[src/inc/network_time_sync_pkg.sv]
// Purpose: constants for the network time sync monitor
// Assumes: 20 MHz clock, 8-bit host register port
// Notes:   rule summary below
// Overview of operation
// - receive lag grows with slower bit rate, doubling per rate-select step
// - a built-in rate-dependent offset is added to received master time
// - config bit 15 picks offset source: 0 automatic (default), 1 manual
// - manual offset value is config bits 12 to 8, range 0 to 31
// - manual offset time equals value times one time resolution step
// - standalone mode or prescale msb low forces the automatic offset
// - sync flag sits in interrupt status; standalone drives it on interrupt pin
// - sync flag: 0 locked, 1 unlocked, reset value 1
// - slave flag clears only after three consecutive receptions within +/-2
// - flag sets when a reception difference falls outside +/-2
// - peripheral mode: flag stays 1 until master id written and node is master
// - software reset holds flag 1 on master, 0 once id is in place
// - standalone master by pins: flag 1 in hardware reset, 0 after
// - phase register bit 15: 0 local ahead, 1 local behind
// - phase register bits 14 to 0 hold difference magnitude
// - even byte read latches upper byte for the following odd read
// - carry period is resolution times two to the digit select plus one
// - slave slows counter at diff +2 or more, speeds at -1 or less
// - carry pulse is low for exactly one resolution step
package network_time_sync_pkg;
    // ------------------------------------------------------------
    // register map (byte addresses)
    // ------------------------------------------------------------
    localparam logic [7:0] PHASE_LO_ADDR  = 8'h32;
    localparam logic [7:0] PHASE_HI_ADDR  = 8'h33;
    localparam logic [7:0] CARRY_LO_ADDR  = 8'h34;
    localparam logic [7:0] CARRY_HI_ADDR  = 8'h35;
    localparam logic [7:0] MASTER_ID_ADDR = 8'h36;
    localparam logic [7:0] INT_STAT_ADDR  = 8'h37;
    // ------------------------------------------------------------
    // fields and reset values
    // ------------------------------------------------------------
    localparam int OFS_SEL_BIT = 15;
    localparam int OFS_VAL_HI  = 12;
    localparam int OFS_VAL_LO  = 8;
    localparam int UNLOCK_BIT  = 0;
    localparam logic [15:0] CARRY_RESET = 16'h0000;
    localparam logic [4:0]  MASTER_ID_RESET = 5'h00;
    // ------------------------------------------------------------
    // timing
    // ------------------------------------------------------------
    localparam int CLK_KHZ      = 20000;
    localparam int BASE_LAG_NS  = 22000;
    localparam int BASE_LAG_CYC = BASE_LAG_NS * CLK_KHZ / 1000000;
    localparam int PRESCALE_LOG2_MIN = 5;
    localparam int LOCK_COUNT   = 3;
    localparam int WIN_LIMIT    = 2;
endpackage

[src/design/network_time_sync_monitor.sv]
// Purpose: network time counter, offset, lock flag, phase and carry
// Assumes: receive logic on clk delivers master packets as pulses
// Notes:   pins from off-chip pass two flip-flops before use
`timescale 1ns/100ps
`default_nettype none
module network_time_sync_monitor
(
    input  wire logic       clk,
    input  wire logic       rst,
    input  wire logic       swReset,
    input  wire logic       standaloneMode,
    input  wire logic [4:0] nodeId,
    input  wire logic [4:0] masterIdPins,
    input  wire logic [3:0] carryDigitPins,
    input  wire logic [2:0] bitRateSelect,
    input  wire logic [2:0] timePrescaleSel,
    input  wire logic       rxValid,
    input  wire logic [4:0] rxSrcId,
    input  wire logic [15:0] rxTime,
    input  wire logic [7:0] regAddr,
    input  wire logic       regWr,
    input  wire logic       regRd,
    input  wire logic [7:0] regWrData,
    output logic [7:0]      regRdData,
    output logic [15:0]     networkTime,
    output logic            syncUnlockFlag,
    output logic            interruptOutN,
    output logic            timeCarryPulseN
);
    // ------------------------------------------------------------
    // pin synchronisers
    // ------------------------------------------------------------
    logic [14:0] pinMeta_reg;
    logic [14:0] pinSync_reg;
    always_ff @(posedge clk or posedge rst)
    begin
        if (rst)
        begin
            pinMeta_reg <= 15'h0000;
            pinSync_reg <= 15'h0000;
        end
        else
        begin
            pinMeta_reg <= {standaloneMode, nodeId, masterIdPins, carryDigitPins};
            pinSync_reg <= pinMeta_reg;
        end
    end
    logic       standS;
    logic [4:0] nodeIdS;
    logic [4:0] idPinsS;
    logic [3:0] digitPinsS;
    assign {standS, nodeIdS, idPinsS, digitPinsS} = pinSync_reg;

    // ------------------------------------------------------------
    // host registers
    // ------------------------------------------------------------
    logic [15:0] carryCfg_reg;
    logic [4:0]  masterId_reg;
    logic        idValid_reg;
    logic [15:0] phase_reg;
    logic [7:0]  phaseHiLatch_reg;
    logic        unlock_reg;

    always_ff @(posedge clk or posedge rst)
    begin
        if (rst)
            carryCfg_reg <= network_time_sync_pkg::CARRY_RESET;
        else if (regWr && regAddr == network_time_sync_pkg::CARRY_LO_ADDR)
            carryCfg_reg[7:0] <= regWrData;
        else if (regWr && regAddr == network_time_sync_pkg::CARRY_HI_ADDR)
            carryCfg_reg[15:8] <= regWrData;
    end

    // software reset keeps the id; the lock logic forces unlock while it lasts
    always_ff @(posedge clk or posedge rst)
    begin
        if (rst)
        begin
            masterId_reg <= network_time_sync_pkg::MASTER_ID_RESET;
            idValid_reg  <= 1'b0;
        end
        else if (regWr && regAddr == network_time_sync_pkg::MASTER_ID_ADDR)
        begin
            masterId_reg <= regWrData[4:0];
            idValid_reg  <= 1'b1;
        end
    end

    always_ff @(posedge clk or posedge rst)
    begin
        if (rst)
        begin
            regRdData        <= 8'h00;
            phaseHiLatch_reg <= 8'h00;
        end
        else if (regRd)
        begin
            if (regAddr == network_time_sync_pkg::PHASE_LO_ADDR)
            begin
                regRdData        <= phase_reg[7:0];
                phaseHiLatch_reg <= phase_reg[15:8];
            end
            else if (regAddr == network_time_sync_pkg::PHASE_HI_ADDR)
                regRdData <= phaseHiLatch_reg;
            else if (regAddr == network_time_sync_pkg::CARRY_LO_ADDR)
                regRdData <= carryCfg_reg[7:0];
            else if (regAddr == network_time_sync_pkg::CARRY_HI_ADDR)
                regRdData <= carryCfg_reg[15:8];
            else if (regAddr == network_time_sync_pkg::MASTER_ID_ADDR)
                regRdData <= {3'h0, masterId_reg};
            else if (regAddr == network_time_sync_pkg::INT_STAT_ADDR)
                regRdData <= {7'h00, unlock_reg};
            else
                regRdData <= 8'h00;
        end
    end

    // ------------------------------------------------------------
    // master identity
    // ------------------------------------------------------------
    logic [4:0] masterEff;
    logic       idKnown;
    logic       isMaster;
    assign masterEff = standS ? idPinsS : masterId_reg;
    assign idKnown   = standS || idValid_reg;
    assign isMaster  = idKnown && (masterEff == nodeIdS);

    // ------------------------------------------------------------
    // prescaler and local time counter
    // ------------------------------------------------------------
    logic [11:0] preCnt_reg;
    logic [11:0] preMax;
    logic        tick;
    assign preMax = 12'((32'd1 << (network_time_sync_pkg::PRESCALE_LOG2_MIN
                    + 32'(timePrescaleSel))) - 32'd1);
    assign tick   = (preCnt_reg >= preMax); // >= so a smaller prescale never waits a wrap

    always_ff @(posedge clk or posedge rst)
    begin
        if (rst)
            preCnt_reg <= 12'h000;
        else if (swReset || tick)
            preCnt_reg <= 12'h000;
        else
            preCnt_reg <= preCnt_reg + 12'h001;
    end

    // ------------------------------------------------------------
    // offset selection
    // ------------------------------------------------------------
    logic [15:0] autoOffset;
    logic [15:0] manualOffset;
    logic        manualSel;
    logic [15:0] offsetVal;
    // lag in clocks over clocks per step; truncation keeps the lag short
    assign autoOffset = 16'((network_time_sync_pkg::BASE_LAG_CYC
                        << bitRateSelect) >> (network_time_sync_pkg::PRESCALE_LOG2_MIN
                        + 32'(timePrescaleSel)));
    assign manualOffset = {11'h000, carryCfg_reg[network_time_sync_pkg::OFS_VAL_HI:
                           network_time_sync_pkg::OFS_VAL_LO]};
    assign manualSel = carryCfg_reg[network_time_sync_pkg::OFS_SEL_BIT]
                       && !standS && timePrescaleSel[2];
    assign offsetVal = manualSel ? manualOffset : autoOffset;

    // ------------------------------------------------------------
    // phase comparison
    // ------------------------------------------------------------
    logic        rxHit;
    logic [15:0] diff;
    logic [15:0] absDiff;
    logic        inWin;
    logic        diffGe2;
    logic        diffLeM1;
    assign rxHit = rxValid && idKnown && !isMaster && (rxSrcId == masterEff);
    assign diff  = networkTime - (rxTime + offsetVal);
    assign absDiff = diff[15] ? (16'h0000 - diff) : diff;
    assign inWin = (16'(diff + 16'(network_time_sync_pkg::WIN_LIMIT))
                   <= 16'(2 * network_time_sync_pkg::WIN_LIMIT));
    assign diffGe2  = !diff[15] && (diff >= 16'h0002);
    assign diffLeM1 = diff[15];

    always_ff @(posedge clk or posedge rst)
    begin
        if (rst)
            phase_reg <= 16'h0000;
        else if (rxHit)
            phase_reg <= {diff[15], absDiff[14:0]};
    end

    // pending correction is applied on the next counter step
    logic slowPend_reg;
    logic fastPend_reg;
    always_ff @(posedge clk or posedge rst)
    begin
        if (rst)
        begin
            slowPend_reg <= 1'b0;
            fastPend_reg <= 1'b0;
        end
        else if (swReset)
        begin
            slowPend_reg <= 1'b0;
            fastPend_reg <= 1'b0;
        end
        else if (rxHit)
        begin
            slowPend_reg <= diffGe2;
            fastPend_reg <= diffLeM1;
        end
        else if (tick)
        begin
            slowPend_reg <= 1'b0;
            fastPend_reg <= 1'b0;
        end
    end

    always_ff @(posedge clk or posedge rst)
    begin
        if (rst)
            networkTime <= 16'h0000;
        else if (swReset)
            networkTime <= 16'h0000;
        else if (tick && !slowPend_reg)
            networkTime <= networkTime + (fastPend_reg ? 16'h0002 : 16'h0001);
    end

    // ------------------------------------------------------------
    // lock tracking
    // ------------------------------------------------------------
    logic [1:0] winCnt_reg;
    always_ff @(posedge clk or posedge rst)
    begin
        if (rst)
            winCnt_reg <= 2'h0;
        else if (swReset)
            winCnt_reg <= 2'h0;
        else if (rxHit)
            winCnt_reg <= inWin ? ((winCnt_reg == 2'h3) ? 2'h3 : winCnt_reg + 2'h1)
                                : 2'h0;
    end

    always_ff @(posedge clk or posedge rst)
    begin
        if (rst)
            unlock_reg <= 1'b1;
        else if (swReset)
            unlock_reg <= 1'b1;
        else if (isMaster)
            unlock_reg <= 1'b0;
        else if (rxHit && !inWin)
            unlock_reg <= 1'b1;
        else if (rxHit && winCnt_reg >= 2'(network_time_sync_pkg::LOCK_COUNT - 1))
            unlock_reg <= 1'b0;
    end
    assign syncUnlockFlag = unlock_reg;
    assign interruptOutN  = standS ? unlock_reg : 1'b1;

    // ------------------------------------------------------------
    // carry output
    // ------------------------------------------------------------
    logic [3:0]  digitSel;
    logic [15:0] digitMask;
    logic        carryZero;
    assign digitSel  = standS ? digitPinsS : carryCfg_reg[3:0];
    assign digitMask = 16'((32'd2 << digitSel) - 32'd1);
    assign carryZero = ((networkTime & digitMask) == 16'h0000);

    always_ff @(posedge clk or posedge rst)
    begin
        if (rst)
            timeCarryPulseN <= 1'b1;
        else
            timeCarryPulseN <= !carryZero;
    end

    // ------------------------------------------------------------
    // checks
    // ------------------------------------------------------------
    property p_swreset_unlock;
        @(posedge clk) disable iff (rst) swReset |=> unlock_reg;
    endproperty
    a_swreset_unlock: assert property (p_swreset_unlock)
        else $error("unlock flag not set after software reset");

    property p_outside_unlock;
        @(posedge clk) disable iff (rst)
        (rxHit && !inWin && !swReset) |=> unlock_reg;
    endproperty
    a_outside_unlock: assert property (p_outside_unlock)
        else $error("out of window reception left flag clear");

    property p_master_lock;
        @(posedge clk) disable iff (rst) (isMaster && !swReset) |=> !unlock_reg;
    endproperty
    a_master_lock: assert property (p_master_lock)
        else $error("master node not locked");

    property p_lock_needs_three;
        @(posedge clk) disable iff (rst)
        $fell(unlock_reg) |-> ($past(isMaster) || ($past(winCnt_reg) >= 2'h2
                               && $past(rxHit) && $past(inWin)));
    endproperty
    a_lock_needs_three: assert property (p_lock_needs_three)
        else $error("locked without three good receptions");

    property p_dir_ahead;
        @(posedge clk) disable iff (rst) (rxHit && !diff[15]) |=> !phase_reg[15];
    endproperty
    a_dir_ahead: assert property (p_dir_ahead)
        else $error("direction wrong for local ahead");

    property p_phase_hold;
        @(posedge clk) disable iff (rst) !rxHit |=> $stable(phase_reg);
    endproperty
    a_phase_hold: assert property (p_phase_hold)
        else $error("phase register changed without packet");

    property p_auto_forced;
        @(posedge clk) disable iff (rst)
        (standS || !timePrescaleSel[2]) |-> (offsetVal == autoOffset);
    endproperty
    a_auto_forced: assert property (p_auto_forced)
        else $error("manual offset used where forbidden");

    property p_hi_latch;
        @(posedge clk) disable iff (rst)
        (regRd && regAddr == network_time_sync_pkg::PHASE_LO_ADDR)
        |=> phaseHiLatch_reg == $past(phase_reg[15:8]);
    endproperty
    a_hi_latch: assert property (p_hi_latch)
        else $error("upper phase byte not latched");

    property p_carry_cause;
        @(posedge clk) disable iff (rst) $fell(timeCarryPulseN) |-> $past(carryZero);
    endproperty
    a_carry_cause: assert property (p_carry_cause)
        else $error("carry pulse without digit rollover");
endmodule
`default_nettype wire

[config.mk]
export PLATFORM = sky130hd
export DESIGN_NAME = network_time_sync_monitor
export DESIGN_NICKNAME = d
export VERILOG_FILES = /design/src/inc/network_time_sync_pkg.sv /design/src/design/network_time_sync_monitor.sv
export SDC_FILE = /design/constraint.sdc
export NUM_CORES = 1
export LEC_CHECK = 0
export ABC_AREA = 1
export BUFFER_PORTS_ARGS = -buffer_cell sky130_fd_sc_hd__buf_2
export CORE_ASPECT_RATIO = 2
export CORE_UTILIZATION = 53
export DETAILED_ROUTE_END_ITERATION = 10
export PLACE_DENSITY = 0.73
export REMOVE_ABC_BUFFERS = 1
export SYNTH_ARGS = -nofsm -noshare
export SYNTH_HDL_FRONTEND = slang
export SYNTH_SLANG_ARGS = --single-unit
[constraint.sdc]
create_clock -name clk -period 11.13 [get_ports clk]
set_clock_uncertainty 0.15 [all_clocks]
set_input_delay 1.113 -clock clk [delete_from_list [all_inputs] [get_ports clk]]
set_output_delay 1.113 -clock clk [all_outputs]
set_load 0.03 [all_outputs]
# Word-level counts from Yosys, hierarchy flattened
# Index checks and enable logic that the tools add are counted.
[totals]
regBits = 118
latchBits = 0
mem_bits_rw = 0
romBits = 0
inputBits = 64
out_inout_bits = 27
mem_count = 0
[classes]
addsub = 10
multipliers = 0
div = 0
magnitude_cmp = 4
eq_ne = 9
shifts = 4
mux = 28
n_bitwise = 2
reduce_logical = 28
[op_table]
columns = ["op", "n"]
rows = [
  ["$eq 8x6->1 const B", 6],
  ["$mux 16", 3],
  ["$mux 8", 4],
  ["$shl 9x3->32 const A", 1],
  ["$shr 32x4->16", 1],
  ["$add 16x16->16", 1],
  ["$add 16x2->16", 1],
  ["$add 16x2->16 const B", 1],
  ["$and 16x16->16", 1],
  ["$ge 16x2->1 const B", 1],
  ["$le 16x3->1 const B", 1],
  ["$logic_not 16->1", 1],
  ["$shl 2x4->16 const A", 1],
  ["$sub 16x1->16 const B", 1],
  ["$sub 16x16->16", 1],
  ["$mux 15", 1],
  ["$sub 1x15->15 const A", 1],
  ["$logic_and 1x1->1", 13],
  ["$add 12x1->12 const B", 1],
  ["$ge 12x12->1", 1],
  ["$mux 12", 1],
  ["$shl 1x4->12 const A", 1],
  ["$sub 12x1->12 const B", 1],
  ["$mux 1", 11],
  ["other kinds (15)", 29],
]

# Depth between registers and ports, before layout
# Gate-level depths: netlist of the first run.
[logic_depth]
depth_word = 13
mapped_depth = 34
mapped_depth_nobuf = 34

# Worst setup path after synthesis of the first run
# OpenSTA, ideal clock, no wires.
[synth_path]
kind = "input-to-reg"
start = "in bitRateSelect[0]"
end = "reg unlock_reg (netlist: syncUnlockFlag)"
setup_ns = 0.079
t_arrival_ns = 4.837
required_time_ns = 10.901
setup_slack_ns = 6.064
cell_stages = 29
path_buffers = 0
path_cell_list = "inv_1 ha_1 o21ai_0 o21ai_0 nand2_1 nand3_1 a22o_1 fa_1 inv_1 ha_1 inv_1 nand2_1 fa_1 xnor2_1 inv_1 ha_1 nand3b_1 nand2_1 nand2_1 nor2_1 nand2_1 nor2_1 nand2_1 nor2_1 nand2_1 nor2_2 nand2_1 nand2_1 nand2_1"
[synth_between]
elab_chain_cells = 12
word_cells_on_any_way = 13
classes_between = "add/sub (3); order compare (1); shift (2); mux (4); reduce/logical (3)"
[synth_lines]
columns = ["item", "line", "source"]
rows = [
  ["start: declaration", "network_time_sync_monitor.sv:15", "input wire logic [2:0] bitRateSelect,"],
  ["$shl 9x3->32 (*)", "network_time_sync_monitor.sv:156", "assign autoOffset = 16'((network_time_sync_pkg::BASE_LAG_CYC"],
  ["$shr 32x4->16 (*)", "network_time_sync_monitor.sv:156", ""],
  ["$mux 16 (*)", "network_time_sync_monitor.sv:163", "assign offsetVal = manualSel ? manualOffset : autoOffset;"],
  ["$add 16x16->16 (*)", "network_time_sync_monitor.sv:175", "assign diff = networkTime - (rxTime + offsetVal);"],
  ["$sub 16x16->16 (*)", "network_time_sync_monitor.sv:175", ""],
  ["$add 16x2->16 (*)", "network_time_sync_monitor.sv:177", "assign inWin = (16'(diff + 16'(network_time_sync_pkg::WIN_LIMIT))"],
  ["$le 16x3->1 (*)", "network_time_sync_monitor.sv:178", "<= 16'(2 * network_time_sync_pkg::WIN_LIMIT));"],
  ["$logic_not 1->1 (*)", "network_time_sync_monitor.sv:250", "else if (rxHit && !inWin)"],
  ["$logic_and 1x1->1 (*)", "network_time_sync_monitor.sv:250", ""],
  ["$mux 1", "network_time_sync_monitor.sv:250", ""],
  ["$mux 1", "network_time_sync_monitor.sv:248", "else if (isMaster)"],
  ["$mux 1", "network_time_sync_monitor.sv:246", "else if (swReset)"],
  ["end signal: assignment", "network_time_sync_monitor.sv:247", "unlock_reg <= 1'b1;"],
  ["end signal: assignment", "network_time_sync_monitor.sv:249", "unlock_reg <= 1'b0;"],
  ["end signal: assignment", "network_time_sync_monitor.sv:251", "unlock_reg <= 1'b1;"],
  ["end: declaration", "network_time_sync_monitor.sv:62", "logic unlock_reg;"],
]
# Every way passes the cells marked *; elsewhere a longest branch is shown, timed or not.
# A chain may end at the register's enable or synchronous reset.

# Worst setup path after layout of the first run
# Same ends and word-level chain as after synthesis.

==> results of run 1 <==
layout make-up:
cell class | instances | area, um2 | area share, %
Multi-Input combinational cell | 814 | 4590 | 48.1
Sequential cell | 118 | 2960 | 31.0
Inverter | 176 | 663 | 6.95
Clock buffer | 20 | 467 | 4.89
Timing Repair Buffer | 91 | 458 | 4.80
Tap cell | 198 | 248 | 2.60
Clock inverter | 12 | 166 | 1.74
per-layer routing:
metal / up-vias / global-route usage [%] / wire [um]
li1: 3820 / - / -
met1: 3624 / 29.3 / 8190
met2: 212 / 55.2 / 12000
met3: 82 / 4.58 / 740
met4: 0 / 24.0 / 1840
met5: - / 0 / 0
cell usage after synthesis, types with 3 or more instances:
cell type	count
nand2_1	274
inv_1	162
dfrtp_1	116
nor2_1	101
o21ai_0	90
nand3_1	73
a21oi_1	46
ha_1	45
nand2_2	18
nand4_1	16
xor2_1	14
fa_1	12
clkbuf_1	11
nor2_2	11
xnor2_1	11
inv_2	10
o211ai_1	9
a31oi_1	8
nand2_4	8
o21ai_1	8
nor3_1	7
or2_1	5
a211oi_1	4
buf_6	4
clkinv_1	4
nor2_4	4
o21ai_2	4
o221ai_1	4
or2_2	4
nand3_2	3
worst max path at each step:
stage | to | depth (start not counted) | slack (ns)
6_report | syncUnlockFlag$_DFFE_PP1P_ | 29 | 5.85
5_1_grt | syncUnlockFlag$_DFFE_PP1P_ | 30 | 5.47
4_1_cts | syncUnlockFlag$_DFFE_PP1P_ | 30 | 5.86
3_5_place_dp | syncUnlockFlag$_DFFE_PP1P_ | 30 | 5.42
3_3_place_gp | syncUnlockFlag$_DFFE_PP1P_ | 30 | 5.61
2_1_floorplan | syncUnlockFlag$_DFFE_PP1P_ | 29 | 6.08
kinds of logic (layout without fill, tap and decap cells):
logic type,Yosys count,in the layout,share of synthesized area (%)
buffers and inverters,193,299,9.13
and+or+nand+nor,531,531,28.8
DFF,118,118,35.6
AOI/OAI and AO/OA,196,196,13.8
adders and majority gates,57,57,9.69
muxes,2,2,0.257
xor gates and xnor gates,25,25,2.64
other,1,3,0.0452
critical path, delay by kind of cell:
kind,cells,cell delay (ns)
AO/OA/AOI/OAI,3,0.60
XOR/XNOR,1,0.35
adder cells (fa/ha/maj),5,1.68
buffers and inverters,6,0.49
AND/OR/NAND/NOR,14,1.24
power by group through the flow:
stage / Clock, mW / Combinational, mW / Sequential (mW)
5_1_grt: 0.606 / 0.421 / 0.494
3_5_place_dp: 0 / 0.366 / 0.496
2_1_floorplan: 0 / 0.278 / 0.491
3_3_place_gp: 0 / 0.361 / 0.495
6_report: 0.577 / 0.371 / 0.491
4_1_cts: 0.583 / 0.370 / 0.490
through the flow:
stage | utilization (%) | hold WS, ns
final | 62.4 | 0.193
after global routing | 62.4 | 0.195
after CTS | 62.4 | 0.195
after detailed placement | 58.3 | 0.185
after global placement | 58.3 | 0.184
after floorplan | - | 0.181
==> impl_results.md, run 1 <==
* Drt pass-1 iters at 5
* Post_cts resized at 0
* Core ar. at 0.0153 mm2
* Height of the die at 179 um
* Hold path cells at 0
* Post-placement cell count at 1397
* DRC violations left at 0
* Reg2reg end: syncUnlockFlag$_DFFE_PP1P_
* Reg clk slew, reported paths at 0.06 ns
* Die area at 0.0162 mm2
* Post-Layout Cell Count at 1429
* Ant diodes at 0
* Mapped Area at 0.00829 mm2
* Post-synth EDFFs at 0
* Fillers at 1425
* Gr usage total at 29.8%
* Total Nets Final at 1339
* Reg power frac at 34.1%
* Worst endpoint required time at 11.32 ns
* Main area contributors after synthesis: dfrtp_1, nand2_1, inv_1
* Design area at 0.00954 mm2
* Root Buffer: clkbuf_16
* Final number of setup-violating endpoints at 0
* Via count at 7738
* Worst-Skew Late Latency at 0.42 ns
* WS Path Type: in2reg
* Yosys warning total at 0
* CP Data Arrival Time at 5.48 ns
* P_sw at 0.474 mW
* Clock Path Buffers at 2
* CTS tree: built
* Most frequent CP cell: nand2_1
* Vias in the first global route at 7682
* PwrDens at 151 mW/mm2
* CP Launch Point: bitRateSelect[0]
* Min-delay src: pinMeta_reg[7]$_DFF_PP0_
* Proportion of layout cells with a drive suffix above 1 at 15.9%
* Crit end category: flop
* Sw frac at 32.9%
* Port Buffers at 90
* Via density at 5.41
* Initial antenna violation count at 0
* Worst r2r src: pinSync_reg[14]$_DFF_PP0_
* Synthesis-to-layout area growth at 15.1%
* Comb pwr share at 25.8%
* RSZ-0062 raised after global routing: no
* Type of the worst min-delay path: reg2reg
* Most frequent cells in the layout: nand2_1, inv_1, dfrtp_1
* Total Neg Setup Slack at 0 ns
* Slew HR at 35.9%
* # IOs at 91
* # rows at 64
* Dpl hpwl at 18100 um
* Worst Path Max Fanout at 4
* Synthesized area per cell at 7.38 um2
* Crit start category: primary input
* Seq/Total Area, Yosys at 35.6%
* FMAX at 0.189 GHz
* Post-DP Area at 0.00891 mm2
* Die Wd at 90.4 um
* Part of the power in the clock network at 40.1%
* Largest net degree at the start of global routing at 78
* Post-DR wirelength/cell at 16.0 um
* Cts bufs inserted at 17
* Post-synth ARST share at 100%
* Primary FF master, synth: dfrtp_1
* Initial Util at 54.2%
* Clock sink count at 118
* Final WL at 22800 um
* DRT iter0 DRCs at 392
* R2R Setup Slk at 6.26 ns
* Post-synthesis cell type count at 57
* Mapped Cells at 1123
* Final GP Congestion at 0.929
* Flops & latches, synth at 118
* Status: finished clean
* Total Power at 1.44 mW
* Worst reg2reg path depth at 25
* Final worst slack at 5.85 ns
* Post-CTS Hold Buffers at 0
* Area share of the largest cell type after synthesis at 35.0%
* Htree depth at 4
* Crit-path slowest cell: fa_1
* Worst-Margin Slew at 0.961 ns
* Hold Path End: pinSync_reg[7]$_DFF_PP0_
* Pint at 0.965 mW
* Slew Viols, Final at 0
* Commonest non-fill, non-tap cell in the layout: nand2_1
* Crit path time final at 5.28 ns
* Grt ovf at 0
* Synth area leader: dfrtp_1
* Max-Cap Viols at 0
* Leakage power at 4.91 nW
* Maximum vdd drop at 97.8 uV
* Routed Antenna Nets at 0
* First-pass GRT wire length at 36700 um
* Placement Setup Slack at 5.42 ns
* Period utilization at 47.5%
* Final-report hold violation count at 0
* Post-CTS Setup Repair Bufs at 0
* Max stage delay on crit path at 0.50 ns
Note: power is estimated with default switching activity, not from simulation.
==> run 2, diff against run 1 <==
- clock period: 11.13 -> 5.1 ns (I/O delays scaled with it)
==> run 2 against run 1 <==
  * Critical path depth is 2 lower
  * Design area is 0.30% lower
  * Register-to-register slack worse by 5.7 ns
  * Sequential share of layout area is 0.094 points higher
  * First-iteration DRC count is 6.9% lower
  * Critical path type is now reg2reg
  * Highest routed layer unchanged
==> impl_results.md, run 2 (synthesis results as in run 1) <==
* Type of the worst min-delay path: in2reg
* Met1 usage at 28.3% (-1.0 points)
* Utilization after layout at 62.2% (-0.19 points)
* Via density at 5.36 (-1.0%)
* Drt pass-1 iters at 5 (unchanged)
* Post-DR wirelength/cell at 15.8 um (-0.97%)
* Final worst slack at 0.511 ns (-5.34 ns)
* Final GP Congestion at 0.967 (+4.1%)
* RSZ-0062 raised after global routing: no
* Slew Viols, Final at 0 (unchanged)
* Port Buffers at 90 (unchanged)
* Clock Path Buffers at 2 (unchanged)
* Met2 Usage GRT at 56.4% (+1.2 points)
* DRT iter0 DRCs at 365 (-6.9%)
* CTS tree: built
* Crit end category: flop
* Vias in the first global route at 7634 (-0.62%)
* Most frequent CP cell: nand2_1
* Worst Path Max Fanout at 12 (+8)
* Synthesis-to-layout area growth at 14.8%
* Period utilization at 90.0%
* Gr busiest metal: met2
* DRC violations left at 0 (unchanged)
* Buffers & Inverters on Critical Path at 4 (-2)
* Die Wd at 90.4 um (unchanged)
* Worst r2r src: pinSync_reg[14]$_DFF_PP0_
* Via count at 7680 (-0.75%)
* Gr usage total at 29.6% (-0.28 points)
* Dpl hpwl at 18200 um (+0.45%)
* Crit start category: flop
* WS Path Type: reg2reg
* Ant diodes at 0 (unchanged)
* Met3 Track Usage GR at 3.60% (-0.98 points)
* Leakage power at 4.90 nW (-0.21%)
* Max-Cap Viols at 0 (unchanged)
* Total Neg Setup Slack at 0 ns (unchanged)
* Commonest non-fill, non-tap cell in the layout: nand2_1
* Routed Antenna Nets at 0 (unchanged)
* Worst reg2reg path depth at 27 (+8.0%)
* Root Buffer: clkbuf_16
* Cts bufs inserted at 17 (unchanged)
* Final number of setup-violating endpoints at 0 (unchanged)
* Crit-path slowest cell: fa_1
* Crit path time final at 4.59 ns
* # rows at 64 (unchanged)
* PwrDens at 318 mW/mm2 (+110%)
* Worst-Margin Slew at 0.860 ns (-0.101 ns)
* Total Nets Final at 1343 (+0.30%)
* Final WL at 22600 um (-0.70%)
* Placement Setup Slack at 0.152 ns (-5.27 ns)
* Clock sink count at 118 (unchanged)
* # IOs at 91 (unchanged)
* FMAX at 0.218 GHz
* Worst endpoint required time at 5.29 ns (-6.03 ns)
* Height of the die at 179 um (unchanged)
* Final-report hold violation count at 0 (unchanged)
* First-pass GRT wire length at 36300 um (-1.0%)
* Min-delay src: nodeId[1]
* Status: finished clean
* Fillers at 1438 (+0.91%)
* Post-CTS Setup Repair Bufs at 0 (unchanged)
* Proportion of layout cells with a drive suffix above 1 at 16.3% (+0.35 points)
* Initial Util at 54.2% (unchanged)
* Largest net degree at the start of global routing at 73 (-6.4%)
* Slew HR at 42.7% (+6.7 points)
* Reg2reg end: syncUnlockFlag$_DFFE_PP1P_
* Most frequent cells in the layout: nand2_1, inv_1, dfrtp_1
* R2R Setup Slk at 0.51 ns (-5.75 ns)
* Core ar. at 0.0153 mm2 (unchanged)
* Initial antenna violation count at 0 (unchanged)
* Die area at 0.0162 mm2 (unchanged)
* Reg clk slew, reported paths at 0.06 ns (about the same)
* Max stage delay on crit path at 0.50 ns (about the same)
* Htree depth at 4 (unchanged)
* Hold Path End: pinMeta_reg[10]$_DFF_PP0_
* Maximum vdd drop at 218 uV (+120%)
* Worst-Skew Late Latency at 0.43 ns (about the same)
* CP top delay family: simple AND/OR/NAND/NOR gates
* Grt ovf at 0 (unchanged)
* Hold path cells at 1 (+1)
* CP Data Arrival Time at 4.78 ns (-0.70 ns)
## run 2: cell count changes in the layout (fill, tap and decap cells not counted), sizes merged
cell	before	now
clkbuf	20	17
inv	175	178
clkinvlp	2	3
clkinv	8	9
bufinv	3	1
buf	91	95
## run 2: how the worst max path moves through the flow
| stage | from | end | slack [ns] | depth (start not counted) |
|---|---|---|---|---|
| 3_3_place_gp | bitRateSelect[0] | syncUnlockFlag$_DFFE_PP1P_ | 0.26 | 30 |
| 5_1_grt | pinSync_reg[14]$_DFF_PP0_ | syncUnlockFlag$_DFFE_PP1P_ | 0.07 | 27 |
| 4_1_cts | pinSync_reg[14]$_DFF_PP0_ | syncUnlockFlag$_DFFE_PP1P_ | 0.40 | 27 |
| 3_5_place_dp | bitRateSelect[0] | syncUnlockFlag$_DFFE_PP1P_ | 0.15 | 30 |
| 6_report | pinSync_reg[14]$_DFF_PP0_ | syncUnlockFlag$_DFFE_PP1P_ | 0.51 | 27 |
| 2_1_floorplan | bitRateSelect[0] | syncUnlockFlag$_DFFE_PP1P_ | 0.65 | 29 |
## run 2: layout make-up
class                           count  area (um2)  share of cell area, %
Sequential cell                   118        2960                   31.1
Multi-Input combinational cell    814        4590                   48.3
Inverter                          176         663                   6.97
Timing Repair Buffer               95         488                   5.13
Tap cell                          198         248                   2.60
Clock buffer                       17         425                   4.47
Clock inverter                     15         144                   1.51
## run 2: report_power, final
part           internal [mW]  switching [mW]
Combinational          0.268           0.538
Clock                  0.679           0.476
Sequential              1.02          0.0421
Total                   1.97            1.06
## run 2: layer usage
layer	vias up	share of wire, %
li1	3828	-
met3	79	2.8
met2	195	54
met5	-	0
met1	3578	36
met4	0	7.8
## run 2: through the flow
step                hold slack (ns)  instance area, um2  cells  power, mW
floorplan                     0.181                8200   1108       1.68
global placement              0.185                8940   1401       1.87
detailed placement            0.185                8940   1401       1.88
CTS                          0.0259                9510   1433       3.04
global route                 0.0308                9520   1433       3.21
finish                       0.0356                9520   1433       3.03
## run 2: worst reg2reg max path, delay by kind of cell, from the launching register on
| family | cells | cell delay, ns |
|---|---|---|
| AND/OR/NAND/NOR | 16 | 1.44 |
| adder cells (fa/ha/maj) | 4 | 1.35 |
| buffers and inverters | 4 | 0.48 |
| flip-flops | 1 | 0.38 |
| AO/OA/AOI/OAI | 2 | 0.38 |
| XOR/XNOR | 1 | 0.33 |
## run 2: repair_timing
| action | CTS | global route |
|---|---|---|
| endpoints found under the setup margin | 0 | 3 |
| endpoints found under the hold margin | 0 | 0 |
| hold buffers | 0 | 0 |
| resized for setup | 0 | 1 |
==> run 3, diff against run 2 <==
- MAX_ROUTING_LAYER: not set -> met4
==> run 3 against run 2 <==
  * Worst setup slack lost 0.14 ns
  * Wire length grew 1.5%
  * Register-to-register slack lost 0.14 ns
  * Worst hold slack gained 0.011 ns
  * Sequential share of layout area shrank 0.11 points
  * Core utilization grew 0.21 points
  * Sequential cell count is the same
  * Count of clock-buffer cells in the layout grew 2
  * Total power grew 1.9%
  * Design area grew 0.34%
  * Global-route usage grew 1.3 points
  * Largest cell class unchanged
==> impl_results.md, run 3 (synthesis results as in run 1) <==
* WS Path Type: reg2reg
* Grt ovf at 0 (unchanged)
* Maximum vdd drop at 221 uV (+1.4%)
* Via density at 5.33 (-0.54%)
* Final GP Congestion at 1.00 (+3.9%)
* CP Launch Point: pinSync_reg[14]$_DFF_PP0_
* Crit start category: flop
* Leakage power at 4.92 nW (+0.44%)
* Port Buffers at 90 (unchanged)
* Reg clk slew, reported paths at 0.06 ns (about the same)
* Worst reg2reg path depth at 27 (unchanged)
* Worst r2r src: pinSync_reg[14]$_DFF_PP0_
* Initial Util at 54.2% (unchanged)
* PwrDens at 323 mW/mm2 (+1.5%)
* Post-CTS Hold Buffers at 0 (unchanged)
* Total Nets Final at 1344 (+0.074%)
* Via count at 7644 (-0.47%)
* Post-DR wirelength/cell at 16.0 um (+1.4%)
* Crit end category: flop
* DRT iter0 DRCs at 381 (+4.4%)
* Final WL at 23000 um (+1.5%)
* Total Power at 3.09 mW (+1.9%)
* Clock Path Buffers at 2 (unchanged)
* Clock sink count at 118 (unchanged)
* Crit path time final at 4.73 ns (+0.144 ns)
* # rows at 64 (unchanged)
* Drt pass-1 iters at 5 (unchanged)
* Dpl hpwl at 18400 um (+0.95%)
* R2R Setup Slk at 0.37 ns (-0.14 ns)
* Final-report hold violation count at 0 (unchanged)
* Most frequent CP cell: nand2_1
* Total Neg Setup Slack at 0 ns (unchanged)
* Reg2reg end: syncUnlockFlag$_DFFE_PP1P_
* Root Buffer: clkbuf_16
* Initial antenna violation count at 0 (unchanged)
* Synthesis-to-layout area growth at 15.2%
* Max stage delay on crit path at 0.50 ns (about the same)
* Ant diodes at 0 (unchanged)
* Type of the worst min-delay path: in2reg
* Die Wd at 90.4 um (unchanged)
* Height of the die at 179 um (unchanged)
* RSZ-0062 raised after global routing: no
* Worst endpoint required time at 5.29 ns (about the same)
* FMAX at 0.211 GHz (-3.0%)
* Worst-Margin Slew at 0.820 ns (-0.0397 ns)
* CP Data Arrival Time at 4.92 ns (+0.14 ns)
* CTS tree: built
* Commonest non-fill, non-tap cell in the layout: nand2_1
* Worst Setup EP: syncUnlockFlag$_DFFE_PP1P_
* Slew HR at 45.3% (+2.6 points)
* Stages on the worst setup path at 27 (unchanged)
* Max-Cap Viols at 0 (unchanged)
* Worst-Skew Late Latency at 0.42 ns (about the same)
* Htree depth at 4 (unchanged)
* CP top delay family: simple AND/OR/NAND/NOR gates
* Post-CTS Setup Repair Bufs at 0 (unchanged)
* Gr usage total at 30.8% (+1.3 points)
* Worst Path Max Fanout at 12 (unchanged)
* Slew Viols, Final at 0 (unchanged)
* Routed Antenna Nets at 0 (unchanged)
* Core ar. at 0.0153 mm2 (unchanged)
* Crit-path slowest cell: fa_1
* Final number of setup-violating endpoints at 0 (unchanged)
* # IOs at 91 (unchanged)
* Buffers & Inverters on Critical Path at 4 (unchanged)
* First-pass GRT wire length at 37100 um (+2.0%)
* Vias in the first global route at 7734 (+1.3%)
* Proportion of layout cells with a drive suffix above 1 at 16.3% (about the same)
* Post_cts resized at 0 (unchanged)
* Largest net degree at the start of global routing at 68 (-6.8%)
* Cts bufs inserted at 17 (unchanged)
* DRC violations left at 0 (unchanged)
* Status: finished clean
* Most frequent cells in the layout: nand2_1, inv_1, dfrtp_1
* Period utilization at 92.8% (+2.8 points)
* Die area at 0.0162 mm2 (unchanged)
## run 3: worst min path at each step
stage,slack (ns),startpoint,cells past startpoint,endpoint
floorplan,0.18,pinMeta_reg[0]$_DFF_PP0_,0,pinSync_reg[0]$_DFF_PP0_
global placement,0.18,pinMeta_reg[12]$_DFF_PP0_,0,pinSync_reg[12]$_DFF_PP0_
detailed placement,0.18,pinMeta_reg[0]$_DFF_PP0_,0,pinSync_reg[0]$_DFF_PP0_
CTS,0.04,nodeId[0],1,pinMeta_reg[9]$_DFF_PP0_
global route,0.04,nodeId[1],1,pinMeta_reg[10]$_DFF_PP0_
finish,0.05,nodeId[0],1,pinMeta_reg[9]$_DFF_PP0_
## run 3: through the flow
step / utilization, % / cells / setup WS [ns] / instance area, um2 / hold slack (ns)
6_report: 62.4 / 1434 / 0.367 / 9550 / 0.0465
5_1_grt: 62.4 / 1434 / 0.0339 / 9550 / 0.0414
4_1_cts: 62.4 / 1434 / 0.396 / 9550 / 0.0361
3_5_place_dp: 58.5 / 1402 / 0.0933 / 8950 / 0.185
3_3_place_gp: 58.5 / 1402 / 0.262 / 8950 / 0.184
2_1_floorplan: - / 1108 / 0.652 / 8200 / 0.181
## run 3: layer usage
layer / routed length [um] / GRT usage, %
met1: 8270 / 29.2
met2: 12600 / 58.3
met3: 589 / 3.48
met4: 1550 / 20.2
met5: 0 / -
## run 3: cell type report
type,instances,area (um2)
fillers,1430,5750
multi-input cells,814,4590
flip-flops and latches,118,2960
inverters,176,663
repair buffers,96,495
clock buffers,19,453
well taps,198,248
clock inverters,13,146
## run 3: power breakdown
group          switching, mW  internal [mW]  total (mW)  leakage [nW]
logic                  0.544          0.269       0.813          3.11
clock network          0.455          0.749        1.20         0.290
registers             0.0439           1.02        1.07          1.52
total                   1.04           2.04        3.09          4.92
